--- src/include/soft_ramp_pkg.sv ---
// Constants shared by the half-bridge soft ramp sequencer.
// Assumes one 100 MHz device clock and pins that are synchronised inside.
`default_nettype none
package soft_ramp_pkg;
  // ---------------------------------------------------------------
  // Ramp level encoding.
  // ---------------------------------------------------------------
  // Width of the ramp level handed to the output stage.
  localparam int LEVEL_W = 8;
  // Level that stands for power ground.
  localparam logic [7:0] LEVEL_GROUND = 8'h00;
  // Level that stands for the mid-supply bias point.
  localparam logic [7:0] LEVEL_BIAS = 8'h80;
  // ---------------------------------------------------------------
  // Timing.
  // ---------------------------------------------------------------
  // Clock period in nanoseconds.
  localparam int CLK_PERIOD_NS = 10;
  // Default clock cycles per ramp step.
  localparam int STEP_CYCLES = 16;
  // Clock cycles after which a PWM input with no edge counts as idle.
  localparam int PWM_IDLE_CYCLES = 256;
  // Number of synchroniser stages on pin inputs.
  localparam int SYNC_STAGES = 2;
endpackage
`default_nettype wire

--- src/rtl/pin_sync.sv ---
// Two-flop synchroniser for a vector of asynchronous pin levels.
// Assumes the inputs are quasi-static levels, not multi-bit words.
`timescale 1ns/1ns
`default_nettype none
module pin_sync #(
  parameter int WIDTH = 1
) (
  input wire logic clk,
  input wire logic clk_en,
  input wire logic reset,
  input wire logic [WIDTH-1:0] async_in,
  output var logic [WIDTH-1:0] sync_out
);
  // ---------------------------------------------------------------
  // Synchroniser stages.
  // ---------------------------------------------------------------
  // First stage; read only by the second stage.
  logic [WIDTH-1:0] meta;
  // Both stages clear on reset so downstream sees a defined low.
  always_ff @(posedge clk) begin
    if (reset) begin
      meta <= '0;
      sync_out <= '0;
    end else if (clk_en) begin
      meta <= async_in;
      sync_out <= meta;
    end
  end
endmodule
`default_nettype wire

--- src/rtl/halfbridge_soft_ramp_sequencer.sv ---
// Soft start and soft stop sequencer for one channel pair of half-bridges.
// Assumes pins arrive asynchronously and the output stage reads the level,
// drive enable and switching enable from this block.
`timescale 1ns/1ns
`default_nettype none
module halfbridge_soft_ramp_sequencer #(
  parameter int CHANNELS = 2,
  parameter int STEP_CYCLES = soft_ramp_pkg::STEP_CYCLES,
  parameter int IDLE_CYCLES = soft_ramp_pkg::PWM_IDLE_CYCLES
) (
  input wire logic clk,
  input wire logic clk_en,
  input wire logic reset,
  input wire logic pair_reset_n,
  input wire logic ramp_select,
  input wire logic [CHANNELS-1:0] pwm_input,
  output logic [CHANNELS-1:0] power_output,
  output logic [CHANNELS-1:0] power_output_oe,
  output logic [soft_ramp_pkg::LEVEL_W-1:0] ramp_level,
  output logic ramp_active,
  output logic low_power
);
  // ---------------------------------------------------------------
  // Elaboration checks.
  // ---------------------------------------------------------------
  if (CHANNELS < 1 || STEP_CYCLES < 1 || IDLE_CYCLES < 2) begin : g_bad
    $error("Channel count and cycle counts must be positive.");
  end

  localparam int LW = soft_ramp_pkg::LEVEL_W;
  localparam int SW = $clog2(STEP_CYCLES + 1);
  localparam int IW = $clog2(IDLE_CYCLES + 1);
  localparam logic [SW-1:0] STEP_LAST = SW'(STEP_CYCLES - 1);
  localparam logic [IW-1:0] IDLE_LAST = IW'(IDLE_CYCLES - 1);

  // Sequencer states.
  typedef enum logic [2:0] {
    st_off, st_wait_pwm, st_ramp_up, st_run, st_ramp_down
  } seq_state_t;

  // ---------------------------------------------------------------
  // Pin synchronisation.
  // ---------------------------------------------------------------
  // Synchronised copies of the control pins and PWM inputs.
  logic [CHANNELS+1:0] pins_sync;
  pin_sync #(.WIDTH(CHANNELS + 2)) u_sync (
    .clk(clk),
    .clk_en(clk_en),
    .reset(reset),
    .async_in({ramp_select, pair_reset_n, pwm_input}),
    .sync_out(pins_sync)
  );
  // Synchronised pair reset release, active high when released.
  logic released;
  // Synchronised ramp selection pin.
  logic ramp_pin;
  // Synchronised PWM levels.
  logic [CHANNELS-1:0] pwm_s;
  assign released = pins_sync[CHANNELS];
  assign ramp_pin = pins_sync[CHANNELS+1];
  assign pwm_s = pins_sync[CHANNELS-1:0];

  // State register.
  seq_state_t state;
  // Ramp mode latched at release.
  logic ramp_mode;
  // Cycle counter within one ramp step.
  logic [SW-1:0] step_cnt;
  // Previous PWM levels for edge detection.
  logic [CHANNELS-1:0] pwm_prev;
  // Per-channel toggle activity flags.
  logic [CHANNELS-1:0] pwm_alive;
  // Combined flag: every channel is toggling.
  logic all_alive;
  // Step strobe, one cycle every STEP_CYCLES cycles during a ramp.
  logic step_tick;

  assign all_alive = &pwm_alive;
  assign step_tick = (step_cnt == STEP_LAST);

  // ---------------------------------------------------------------
  // PWM activity detection, one watchdog per channel.
  // ---------------------------------------------------------------
  // Edge detection reads only the second synchroniser stage. A channel
  // counts as toggling until IDLE_CYCLES pass without an edge.
  always_ff @(posedge clk) begin
    if (reset) begin
      pwm_prev <= '0;
    end else if (clk_en) begin
      pwm_prev <= pwm_s;
    end
  end

  for (genvar ch = 0; ch < CHANNELS; ch++) begin : g_alive
    // Cycles since the last edge on this channel.
    logic [IW-1:0] idle_cnt;
    always_ff @(posedge clk) begin
      if (reset || !released) begin
        idle_cnt <= '0;
        pwm_alive[ch] <= 1'b0;
      end else if (clk_en) begin
        if (pwm_s[ch] != pwm_prev[ch]) begin
          // Edge seen: channel is alive.
          idle_cnt <= '0;
          pwm_alive[ch] <= 1'b1;
        end else if (idle_cnt == IDLE_LAST) begin
          // Too long without an edge: treat as stopped.
          pwm_alive[ch] <= 1'b0;
        end else begin
          idle_cnt <= idle_cnt + IW'(1);
        end
      end
    end
  end

  // ---------------------------------------------------------------
  // Mode load.
  // ---------------------------------------------------------------
  // The ramp mode is captured only while leaving the off state, so a
  // change on the pin mid-operation does not disturb a running ramp.
  always_ff @(posedge clk) begin
    if (reset) begin
      ramp_mode <= 1'b0;
    end else if (clk_en && state == st_off && released) begin
      ramp_mode <= ramp_pin;
    end
  end

  // ---------------------------------------------------------------
  // Step timer; length of the ramp is steps times STEP_CYCLES.
  // ---------------------------------------------------------------
  always_ff @(posedge clk) begin
    if (reset) begin
      step_cnt <= '0;
    end else if (clk_en) begin
      if (state != st_ramp_up && state != st_ramp_down) begin
        step_cnt <= '0;
      end else if (step_tick) begin
        step_cnt <= '0;
      end else begin
        step_cnt <= step_cnt + SW'(1);
      end
    end
  end

  // ---------------------------------------------------------------
  // Sequencer state machine.
  // ---------------------------------------------------------------
  // A reversal mid-ramp keeps the present level and turns direction,
  // so the capacitor sees no jump when a ramp turns.
  always_ff @(posedge clk) begin
    if (reset) begin
      state <= st_off;
    end else if (clk_en) begin
      unique case (state)
        st_off: begin
          if (released) begin
            if (ramp_pin) begin
              state <= st_wait_pwm;
            end else begin
              state <= st_run;
            end
          end
        end
        st_wait_pwm: begin
          if (!released) begin
            state <= st_off;
          end else if (all_alive) begin
            state <= st_ramp_up;
          end
        end
        st_ramp_up: begin
          if (!released) begin
            state <= st_ramp_down;
          end else if (step_tick && ramp_level == soft_ramp_pkg::LEVEL_BIAS)
          begin
            state <= st_run;
          end
        end
        st_run: begin
          if (!released) begin
            if (ramp_mode) begin
              state <= st_ramp_down;
            end else begin
              state <= st_off;
            end
          end
        end
        st_ramp_down: begin
          if (released) begin
            state <= st_ramp_up;
          end else if (step_tick &&
                       ramp_level == soft_ramp_pkg::LEVEL_GROUND) begin
            state <= st_off;
          end
        end
      endcase
    end
  end

  // ---------------------------------------------------------------
  // Ramp level.
  // ---------------------------------------------------------------
  always_ff @(posedge clk) begin
    if (reset) begin
      ramp_level <= soft_ramp_pkg::LEVEL_GROUND;
    end else if (clk_en) begin
      if (state == st_ramp_up && step_tick &&
          ramp_level != soft_ramp_pkg::LEVEL_BIAS) begin
        ramp_level <= ramp_level + LW'(1);
      end else if (state == st_ramp_down && step_tick &&
                   ramp_level != soft_ramp_pkg::LEVEL_GROUND) begin
        ramp_level <= ramp_level - LW'(1);
      end else if (state == st_run) begin
        ramp_level <= soft_ramp_pkg::LEVEL_BIAS;
      end else if (state == st_off) begin
        ramp_level <= soft_ramp_pkg::LEVEL_GROUND;
      end
    end
  end

  // ---------------------------------------------------------------
  // Output stage controls.
  // ---------------------------------------------------------------
  // Outputs switch only in run; during ramps the stage holds its level
  // and drives, otherwise it floats.
  always_ff @(posedge clk) begin
    if (reset) begin
      power_output <= '0;
      power_output_oe <= '0;
      ramp_active <= 1'b0;
      low_power <= 1'b1;
    end else if (clk_en) begin
      ramp_active <= (state == st_ramp_up || state == st_ramp_down);
      low_power <= (state == st_off);
      if (state == st_run) begin
        power_output <= pwm_s;
        power_output_oe <= '1;
      end else if (state == st_ramp_up || state == st_ramp_down) begin
        power_output <= '0;
        power_output_oe <= '1;
      end else begin
        power_output <= '0;
        power_output_oe <= '0;
      end
    end
  end
endmodule
`default_nettype wire

--- config.mk ---
export PLATFORM = sky130hd
export DESIGN_NAME = halfbridge_soft_ramp_sequencer
export DESIGN_NICKNAME = d
export VERILOG_FILES = /design/src/include/soft_ramp_pkg.sv /design/src/rtl/pin_sync.sv /design/src/rtl/halfbridge_soft_ramp_sequencer.sv
export SDC_FILE = /design/constraint.sdc
export NUM_CORES = 1
export LEC_CHECK = 0
export ABC_AREA = 1
export ABC_CLOCK_PERIOD_IN_PS = 2450
export BUFFER_PORTS_ARGS = -buffer_cell sky130_fd_sc_hd__buf_4
export CAP_MARGIN = 20
export CELL_PAD_IN_SITES_DETAIL_PLACEMENT = 2
export CELL_PAD_IN_SITES_GLOBAL_PLACEMENT = 2
export CORE_ASPECT_RATIO = 1.1
export CORE_UTILIZATION = 34
export CTS_BUF_LIST = sky130_fd_sc_hd__clkbuf_4
export CTS_CLUSTER_SIZE = 20
export DETAILED_ROUTE_END_ITERATION = 10
export PLACE_DENSITY_LB_ADDON = 0.1
export SYNTH_ARGS = -nofsm -noshare
export SYNTH_HDL_FRONTEND = slang
export SYNTH_SLANG_ARGS = --single-unit
export TNS_END_PERCENT = 100
--- constraint.sdc ---
create_clock -name clk -period 2.45 [get_ports clk]
set_clock_uncertainty 0.15 [all_clocks]
set_input_delay 0.735 -clock clk [delete_from_list [all_inputs] [get_ports clk]]
set_output_delay 0.735 -clock clk [all_outputs]
set_load 0.03 [all_outputs]
==> impl_metrics.tcl, run 1 <==
set metrics [dict create \
    synth.distinct_cells 38 \
    fmax_ghz 0.4674 \
    synth_top_area_share_pct 35.86 \
    arrival_ns 1.25 \
    ios 21 \
    finalCritPeriodShare_pct 87.32 \
    finalMaxSlewViolations 0 \
    cp_num_cells 1 \
    synth-warning-count 0 \
    grt_usage_pct 19.77 \
    antenna_left 0 \
    p_leak_nw 1.384 \
    synth.most_common_cell "nand2_1" \
    crit_slowest_cell "dfxtp_1" \
    seq_area_mm2 0.001041 \
    ys_ff_latch 52 \
    syn_nets 441 \
    period_needed_ns 2.139 \
    drt_iter0_markers 49 \
    synth_top_cell_by_area "dfxtp_1" \
    finalWirelength_um 8284 \
    dpl_cell_area_mm2 0.003144 \
    maxCapViolCount 0 \
    startpoint_type "register" \
    cp_max_fo 10 \
    final-hold-violation-count 0 \
    grt_pass1_vias 2943 \
    die_x_um 90.10 \
    worstPathRequired_ns 1.56 \
    num_rows 34 \
    post_cts_resize_count 0 \
    multi_input_area_mm2 0.001604 \
    syn_area_mm2 0.002903 \
    critPathTopFamily "flip-flops" \
    cts_sinks 52 \
    final_area_mm2 0.003199 \
    die_h_um 98.91 \
    drt-pass1-iter-count 4 \
    min_path_type "register to register" \
    yosysSeqAreaShare_pct 35.86 \
    gr-total-overflow 0 \
    finalSetupViolCount 0 \
    area_growth_pct 10.22 \
    power_density_mw_per_mm2 520.9 \
    synthTopCellsByArea "dfxtp_1, nand2_1, nor2_1" \
    clock_tree.htree_level_count 2 \
    slew_headroom_pct 64.34 \
    antenna_found_initial 0 \
    rrSetupSlack_ns 0.37 \
    finalSetupTns_ns 0 \
    ir_drop_mv 0.2596 \
    cp_cell_sequence "buf_4" \
    critPathBufInv 1 \
    rsz0062_at_grt "no" \
    clk_latency_ns 0.38 \
    gp_congestion 0.8791 \
    ys.flop_type "dfxtp_1" \
    dieArea_mm2 0.008912 \
    io_buffers 20 \
    syn_avg_cell_area_um2 6.814 \
    synth_common_cells "nand2_1, dfxtp_1, nor2_1" \
    grt_first_pass_wirelength_um 14170 \
    dp_hpwl_um 6514 \
    cts_hold_buf 0 \
    regToRegStartpoint "g_alive[0].idle_cnt[0]" \
    drc 0 \
    grt_max_degree 22 \
    critical_path_class "register to primary output" \
    tritoncts "built" \
    cp_slowest_stage_delay_ns 0.63 \
    tightestPinTransition_ns 0.5344 \
    outcome "finished, final reports clean" \
    cp-startpoint "ramp_level[2]" \
    r2r-end "g_alive[0].idle_cnt[5]" \
    end_kind "primary output" \
    clock_tree.root_cell "clkbuf_4" \
    cts_buffer_depth 2 \
    fillCellCount 1001 \
    synth-edff-count 0 \
    n_antenna_cell 0 \
    core_area_mm2 0.008083 \
    r2r_cells 11 \
    async_flop_share_pct 0 \
    syn_inst 426 \
    wire_per_inst_um 14.95 \
    drive_above_1_share_pct 13.45 \
    cts.clk_slew.worst_paths_ns 0.16 \
    postCtsSetupRepairBufs 0 \
    cts_buffers 5 \
    vias 2818 \
    initial_core_util_pct 35.91 \
    routed_via_density 5.087 \
    num-nets-final 460 \
    endpoint "ramp_level[2]" \
]
## kinds of logic after synthesis
kind of cell | Yosys count | synth area share, %
buffers and inverters | 62 | 8.879
flip-flops | 52 | 35.86
adder cells (fa/ha/maj) | 8 | 3.448
AO/OA/AOI/OAI | 65 | 12.84
AND/OR/NAND/NOR | 229 | 35.69
XOR/XNOR | 10 | 3.276
## final cells by class
class | instances | share of cell area, %
multi-input cells | 312 | 50.14
flip-flops and latches | 52 | 32.54
inverters | 51 | 5.984
repair buffers | 23 | 5.397
well taps | 108 | 4.224
clock buffers | 5 | 1.173
clock inverters | 3 | 0.5475
## worst min-delay path by stage
| stage | startpoint | end | slack (ns) | cells after the start |
|---|---|---|---|---|
| after floorplan | ramp_mode | ramp_mode | 0.28 | 2 |
| after global placement | g_alive[1].idle_cnt[8] | g_alive[1].idle_cnt[8] | 0.30 | 2 |
| after detailed placement | g_alive[0].idle_cnt[8] | g_alive[0].idle_cnt[8] | 0.31 | 2 |
| after CTS | g_alive[0].idle_cnt[8] | g_alive[0].idle_cnt[8] | 0.34 | 2 |
| after global routing | g_alive[1].idle_cnt[8] | g_alive[1].idle_cnt[8] | 0.35 | 2 |
| final | g_alive[0].idle_cnt[8] | g_alive[0].idle_cnt[8] | 0.33 | 2 |
## registers in the layout, summed over array words and instances, names as in the netlist
name              cells
u_sync.sync_out       4
power_output          2
pwm_prev              2
step_cnt              5
u_sync.meta           4
ramp_level            8
power_output_oe       1
state                 3
ramp_mode             1
g_alive.idle_cnt     18
ramp_active           1
pwm_alive             2
low_power             1
## where the power goes
part           total (mW)  switching [mW]  leakage (nW)  internal, mW
clock network       0.409           0.297        0.0330         0.112
logic               0.344           0.230         0.928         0.114
registers           0.913          0.0357         0.423         0.877
## layout by cell type, fill, tap and decap left out, drive strengths merged, types with 3 or more instances in the layout
cell and instances:
nand3 36, nor2 56, nand2 118, dfxtp 52, clkinv 3, o21ai 22
buf 23, ha 8, nor3 6, a21oi 35, inv 51, clkbuf 5
xor2 8, nand4 10
## routing by layer
metal	vias up	share of wire, %	GRT usage, %	wire length [um]
met4	0	0.66	3.722	55
met3	4	1.5	2.855	128
li1	1408	-	-	-
met1	1375	48	24.81	3961
met2	31	50	36.11	4138
met5	-	0	0	0
## metrics by stage
stage                     power (mW)  std cells  setup WS [ns]  utilization [%]  hold slack [ns]
after floorplan                1.179        426         0.5019                -           0.2797
after global placement         1.267        546         0.4460            38.90           0.2996
after detailed placement       1.279        546         0.3881            38.90           0.3141
after CTS                      1.697        554         0.2817            39.58           0.3352
after global routing           1.760        554        0.09240            39.58           0.3518
final                          1.667        554         0.3107            39.58           0.3308
Power figures use the tool's default switching activity.
==> run 2, diff against run 1 <==
CELL_PAD_IN_SITES_DETAIL_PLACEMENT = default   (was 2)
CELL_PAD_IN_SITES_GLOBAL_PLACEMENT = default   (was 2)
PLACE_DENSITY_LB_ADDON = default   (was 0.1)
==> run 2 against run 1 <==
  * Sequential power about the same
  * Hold slack got worse by 0.0091 ns
  * Global-route usage decreased by 5.2 points
  * Die area unchanged
  * First-iteration DRC count increased by 4.1%
  * Non-clock buffer count unchanged
  * Clock-buffer cell count unchanged
  * Power increased by 3.6%
  * Critical path depth unchanged
  * Utilization increased by 0.31 points
  * Via count decreased by 5.5%
  * Critical path type unchanged
  * Highest routed layer unchanged
==> impl_metrics.tcl, run 2 (synthesized netlist as in run 1, its figures left out) <==
set metrics [dict create \
    critPathBufInv 1 \
    placed_cells 546 \
    crit_slowest_cell "dfxtp_1" \
    cts_buffers 5 \
    grt_pass1_vias 2459 \
    min_path_type "register to register" \
    startpoint_type "register" \
    drc 0 \
    routed_via_density 4.805 \
    worstPathRequired_ns 1.56 \
    top_regs "g_alive.idle_cnt: 18 flops, ramp_level: 8 flops, step_cnt: 5 flops" \
    drive_above_1_share_pct 13.45 \
    drt-pass1-iter-count 4 \
    final_util_pct 39.89 \
    largest_reg_flops 18 \
    num-nets-final 460 \
    setup_ws_ns 0.3338 \
    r2r-end "g_alive[1].idle_cnt[4]" \
    clock_tree.htree_level_count 2 \
    area_growth_pct 11.08 \
    antenna_left 0 \
    grt_first_pass_wirelength_um 10850 \
    power_frac_seq_pct 52.8 \
    grt_use_met1_pct 18.92 \
    ios 21 \
    n_antenna_cell 0 \
    num_rows 34 \
    rsz0062_at_grt "no" \
    io_buffers 20 \
    drt_iter0_markers 51 \
    finalMaxSlewViolations 0 \
    cp_cell_sequence "buf_4" \
    gr-total-overflow 0 \
    grt_max_degree 23 \
    antenna_found_initial 0 \
    finalWirelength_um 6255 \
    wire_per_inst_um 11.29 \
    final_area_mm2 0.003224 \
    slew_headroom_pct 68.52 \
    final_common_cell "nand2_1" \
    hold_slack_ns 0.3216 \
    cts_hold_buf 0 \
    cts_buffer_depth 2 \
    rrSetupSlack_ns 0.41 \
    clk_latency_ns 0.38 \
    final_cell_mix "nand2_1, dfxtp_1, nor2_1" \
    cp_max_fo 10 \
    cellInternalPower_mw 1.205 \
    grt.busiest_layer "met2" \
    grt_usage_pct 14.59 \
    dieArea_mm2 0.008912 \
    dpl_cell_area_mm2 0.003144 \
    p_leak_nw 1.393 \
    core_area_mm2 0.008083 \
    final-hold-violation-count 0 \
    initial_core_util_pct 35.91 \
    dp_hpwl_um 4614 \
    switchingPower_mw 0.5207 \
    tritoncts "built" \
    pre_cts_slack_ns 0.4025 \
    regToRegStartpoint "g_alive[1].idle_cnt[0]" \
    end_kind "primary output" \
    power_mw 1.726 \
    ir_drop_mv 0.2289 \
    die_h_um 98.91 \
    finalSetupTns_ns 0 \
    final_cells 554 \
    p_comb_share_pct 18.8 \
    cts_sinks 52 \
    grtUsageMet3_pct 2.238 \
    outcome "finished, final reports clean" \
    clock_tree.root_cell "clkbuf_4" \
    finalSetupViolCount 0 \
    cp_slowest_stage_delay_ns 0.62 \
    arrival_ns 1.23 \
    top_register "g_alive.idle_cnt" \
    postCtsSetupRepairBufs 0 \
    critPathTopFamily "flip-flops" \
    maxCapViolCount 0 \
    fmax_ghz 0.4725 \
    period_needed_ns 2.116 \
    hold_path_end "ramp_mode" \
    vias 2662 \
    critical_path_class "register to primary output" \
    sw_frac_of_total_pct 30.17 \
    post_cts_resize_count 0 \
    clockPowerShare_pct 28.4 \
    hold_depth 2 \
    die_x_um 90.10 \
    tightestPinTransition_ns 0.4716 \
    use_met2_pct 24.54 \
    finalCritPeriodShare_pct 86.38 \
    hp-start "ramp_mode" \
    gp_congestion 0.8193 \
    cts.clk_slew.worst_paths_ns 0.15 \
    cp-startpoint "ramp_level[2]" \
    power_density_mw_per_mm2 535.3 \
    r2r_cells 11 \
]
[run 2: cell types whose count changed in the layout (fill, tap and decap cells not counted)]
cell | previous run | this run
bufinv_16 | 0 | 1
clkinv_2 | 1 | 0
clkinv_4 | 0 | 1
inv_6 | 1 | 0
[run 2: worst max path at each step]
stage / endpoint / slack [ns] / cells past startpoint
2_1_floorplan: ramp_level[6] / 0.50 / 11
3_3_place_gp: g_alive[0].idle_cnt[5] / 0.40 / 11
3_5_place_dp: g_alive[1].idle_cnt[4] / 0.40 / 11
4_1_cts: ramp_level[2] / 0.30 / 1
5_1_grt: g_alive[1].idle_cnt[4] / 0.17 / 11
6_report: ramp_level[2] / 0.33 / 1
[run 2: layout make-up]
type | instances | area (um^2)
Tap cell | 108 | 135.1
Inverter | 51 | 191.4
Multi-Input combinational cell | 312 | 1604
Fill cell | 883 | 4858
Clock buffer | 5 | 37.54
Timing Repair Buffer | 23 | 172.7
Clock inverter | 3 | 42.54
Sequential cell | 52 | 1041
[run 2: power by group through the flow]
| stage | Combinational (mW) | Sequential, mW | Clock (mW) |
|---|---|---|---|
| final | 0.325 | 0.911 | 0.490 |
| after CTS | 0.327 | 0.911 | 0.506 |
| after global routing | 0.370 | 0.917 | 0.542 |
| after floorplan | 0.234 | 0.944 | 0 |
| after detailed placement | 0.325 | 0.929 | 0 |
| after global placement | 0.323 | 0.928 | 0 |
[run 2: layer usage]
layer  share of wire (%)  vias up
met5                   0        -
met4                 1.8        0
met3                 2.4        8
met2                  47       31
met1                  49     1211
li1                    -     1412
==> run 3, diff against run 2 <==
CORE_ASPECT_RATIO = 2   (was 1.1)
CTS_BUF_LIST = sky130_fd_sc_hd__clkbuf_2 sky130_fd_sc_hd__clkbuf_4 sky130_fd_sc_hd__clkbuf_8   (was sky130_fd_sc_hd__clkbuf_4)
SKIP_CTS_REPAIR_TIMING = 1   (was default)
==> run 3 against run 2 <==
  * First-iteration DRC count up 65%
  * Combinational power up 2%
  * Flip-flop and latch count unchanged
  * Critical path type unchanged
  * Critical endpoint unchanged
  * Highest routed layer unchanged
==> impl_metrics.tcl, run 3 (synthesized netlist as in run 1, its figures left out) <==
set metrics [dict create \
    drt_iter0_markers 84 \
    dieArea_mm2 0.008933 \
    final_cell_mix "nand2_1, dfxtp_1, nor2_1" \
    clock_tree.htree_level_count 2 \
    rsz0062_at_grt "no" \
    fmax_ghz 0.4843 \
    r2r-end "g_alive[0].idle_cnt[3]" \
    placed_cells 535 \
    outcome "finished, final reports clean" \
    finalCritPeriodShare_pct 84.28 \
    antenna_left 0 \
    route.met2.wl_um 4002 \
    cts_sinks 52 \
    core_area_mm2 0.008292 \
    area_growth_pct 13.10 \
    drt-pass1-iter-count 4 \
    gp_congestion 0.8180 \
    n_antenna_cell 0 \
    gr-total-overflow 0 \
    clk_latency_ns 0.32 \
    drc 0 \
    p_leak_nw 1.424 \
    critical_path_class "register to primary output" \
    hold_depth 2 \
    cts_buffers 5 \
    rrSetupSlack_ns 0.41 \
    arrival_ns 1.18 \
    finalWirelength_um 7044 \
    finalMaxSlewViolations 0 \
    finalSetupViolCount 0 \
    cp_slowest_stage_delay_ns 0.61 \
    num_rows 47 \
    die_h_um 132.7 \
    num-nets-final 459 \
    cp-startpoint "ramp_level[2]" \
    top_register "g_alive.idle_cnt" \
    r2r_cells 10 \
    period_needed_ns 2.065 \
    routed-wl-met3_um 135 \
    cp_max_fo 10 \
    grt_max_degree 25 \
    critPathBufInv 1 \
    slew_headroom_pct 69.95 \
    regToRegStartpoint "g_alive[0].idle_cnt[0]" \
    wl_met1_um 2625 \
    grt_pass1_vias 2672 \
    largest_reg_flops 18 \
    final_area_mm2 0.003283 \
    final-hold-violation-count 0 \
    ios 21 \
    routed.top_layer "met4" \
    min_path_type "register to register" \
    final_cells 543 \
    grt_first_pass_wirelength_um 11650 \
    end_kind "primary output" \
    startpoint_type "register" \
    ir_drop_mv 0.4045 \
    io_buffers 20 \
    antenna_found_initial 0 \
    endpoint "ramp_level[2]" \
    drive_above_1_share_pct 13.48 \
    finalSetupTns_ns 0 \
    fillCellCount 885 \
    critPathTopFamily "flip-flops" \
    final_util_pct 39.60 \
    vias 2696 \
    cts_buffer_depth 2 \
    routed_via_density 4.965 \
    power_density_mw_per_mm2 629.4 \
    cp_cell_sequence "buf_4" \
    multi_input_area_mm2 0.001604 \
    maxCapViolCount 0 \
    wire_per_inst_um 12.97 \
    tritoncts "built" \
    seq_area_mm2 0.001041 \
    grt_usage_pct 17.18 \
    cp_num_cells 1 \
    dpl_cell_area_mm2 0.003124 \
    top_regs "g_alive.idle_cnt: 18 flops, ramp_level: 8 flops, step_cnt: 5 flops" \
    die_x_um 67.34 \
    final_common_cell "nand2_1" \
    crit_slowest_cell "dfxtp_1" \
    clock_tree.root_cell "clkbuf_8" \
    tightestPinTransition_ns 0.4501 \
    worstPathRequired_ns 1.56 \
    initial_core_util_pct 35.01 \
    cts.clk_slew.worst_paths_ns 0.10 \
    dp_hpwl_um 5469 \
]
==> run 3: area by class of cell <==
class / count / area share, %
Multi-Input combinational cell: 312 / 48.86
Sequential cell: 52 / 31.71
Tap cell: 98 / 3.735
Inverter: 51 / 5.831
Clock buffer: 5 / 2.096
Clock inverter: 3 / 2.744
Timing Repair Buffer: 22 / 5.030
==> run 3: stage by stage <==
step / setup WS, ns / hold WS (ns) / power [mW]
after floorplan: 0.5019 / 0.2797 / 1.179
after global placement: 0.3735 / 0.2994 / 1.260
after detailed placement: 0.2973 / 0.3052 / 1.264
after CTS: 0.3800 / 0.3198 / 2.087
after global routing: 0.2521 / 0.3451 / 2.168
final: 0.3851 / 0.3180 / 2.066
==> run 3: worst min path at each step <==
stage               slack (ns)              startpoint                      to
floorplan                 0.28               ramp_mode               ramp_mode
global placement          0.30  g_alive[0].idle_cnt[2]  g_alive[0].idle_cnt[2]
detailed placement        0.31  g_alive[0].idle_cnt[2]  g_alive[0].idle_cnt[2]
CTS                       0.32  g_alive[0].idle_cnt[2]  g_alive[0].idle_cnt[2]
global route              0.35  g_alive[0].idle_cnt[8]  g_alive[0].idle_cnt[8]
finish                    0.32  g_alive[0].idle_cnt[2]  g_alive[0].idle_cnt[2]
==> run 3: power breakdown <==
group | total (mW) | switching (mW) | internal (mW) | leakage (nW)
clock network | 0.821 | 0.310 | 0.511 | 0.0784
logic | 0.333 | 0.220 | 0.113 | 0.923
registers | 0.912 | 0.0361 | 0.876 | 0.423
==> run 3: metal layers <==
| metal | GRT usage [%] | up-vias |
|---|---|---|
| li1 | - | 1405 |
| met1 | 15.54 | 1226 |
| met2 | 33.11 | 45 |
| met3 | 2.759 | 20 |
| met4 | 9.929 | 0 |
| met5 | 0 | - |
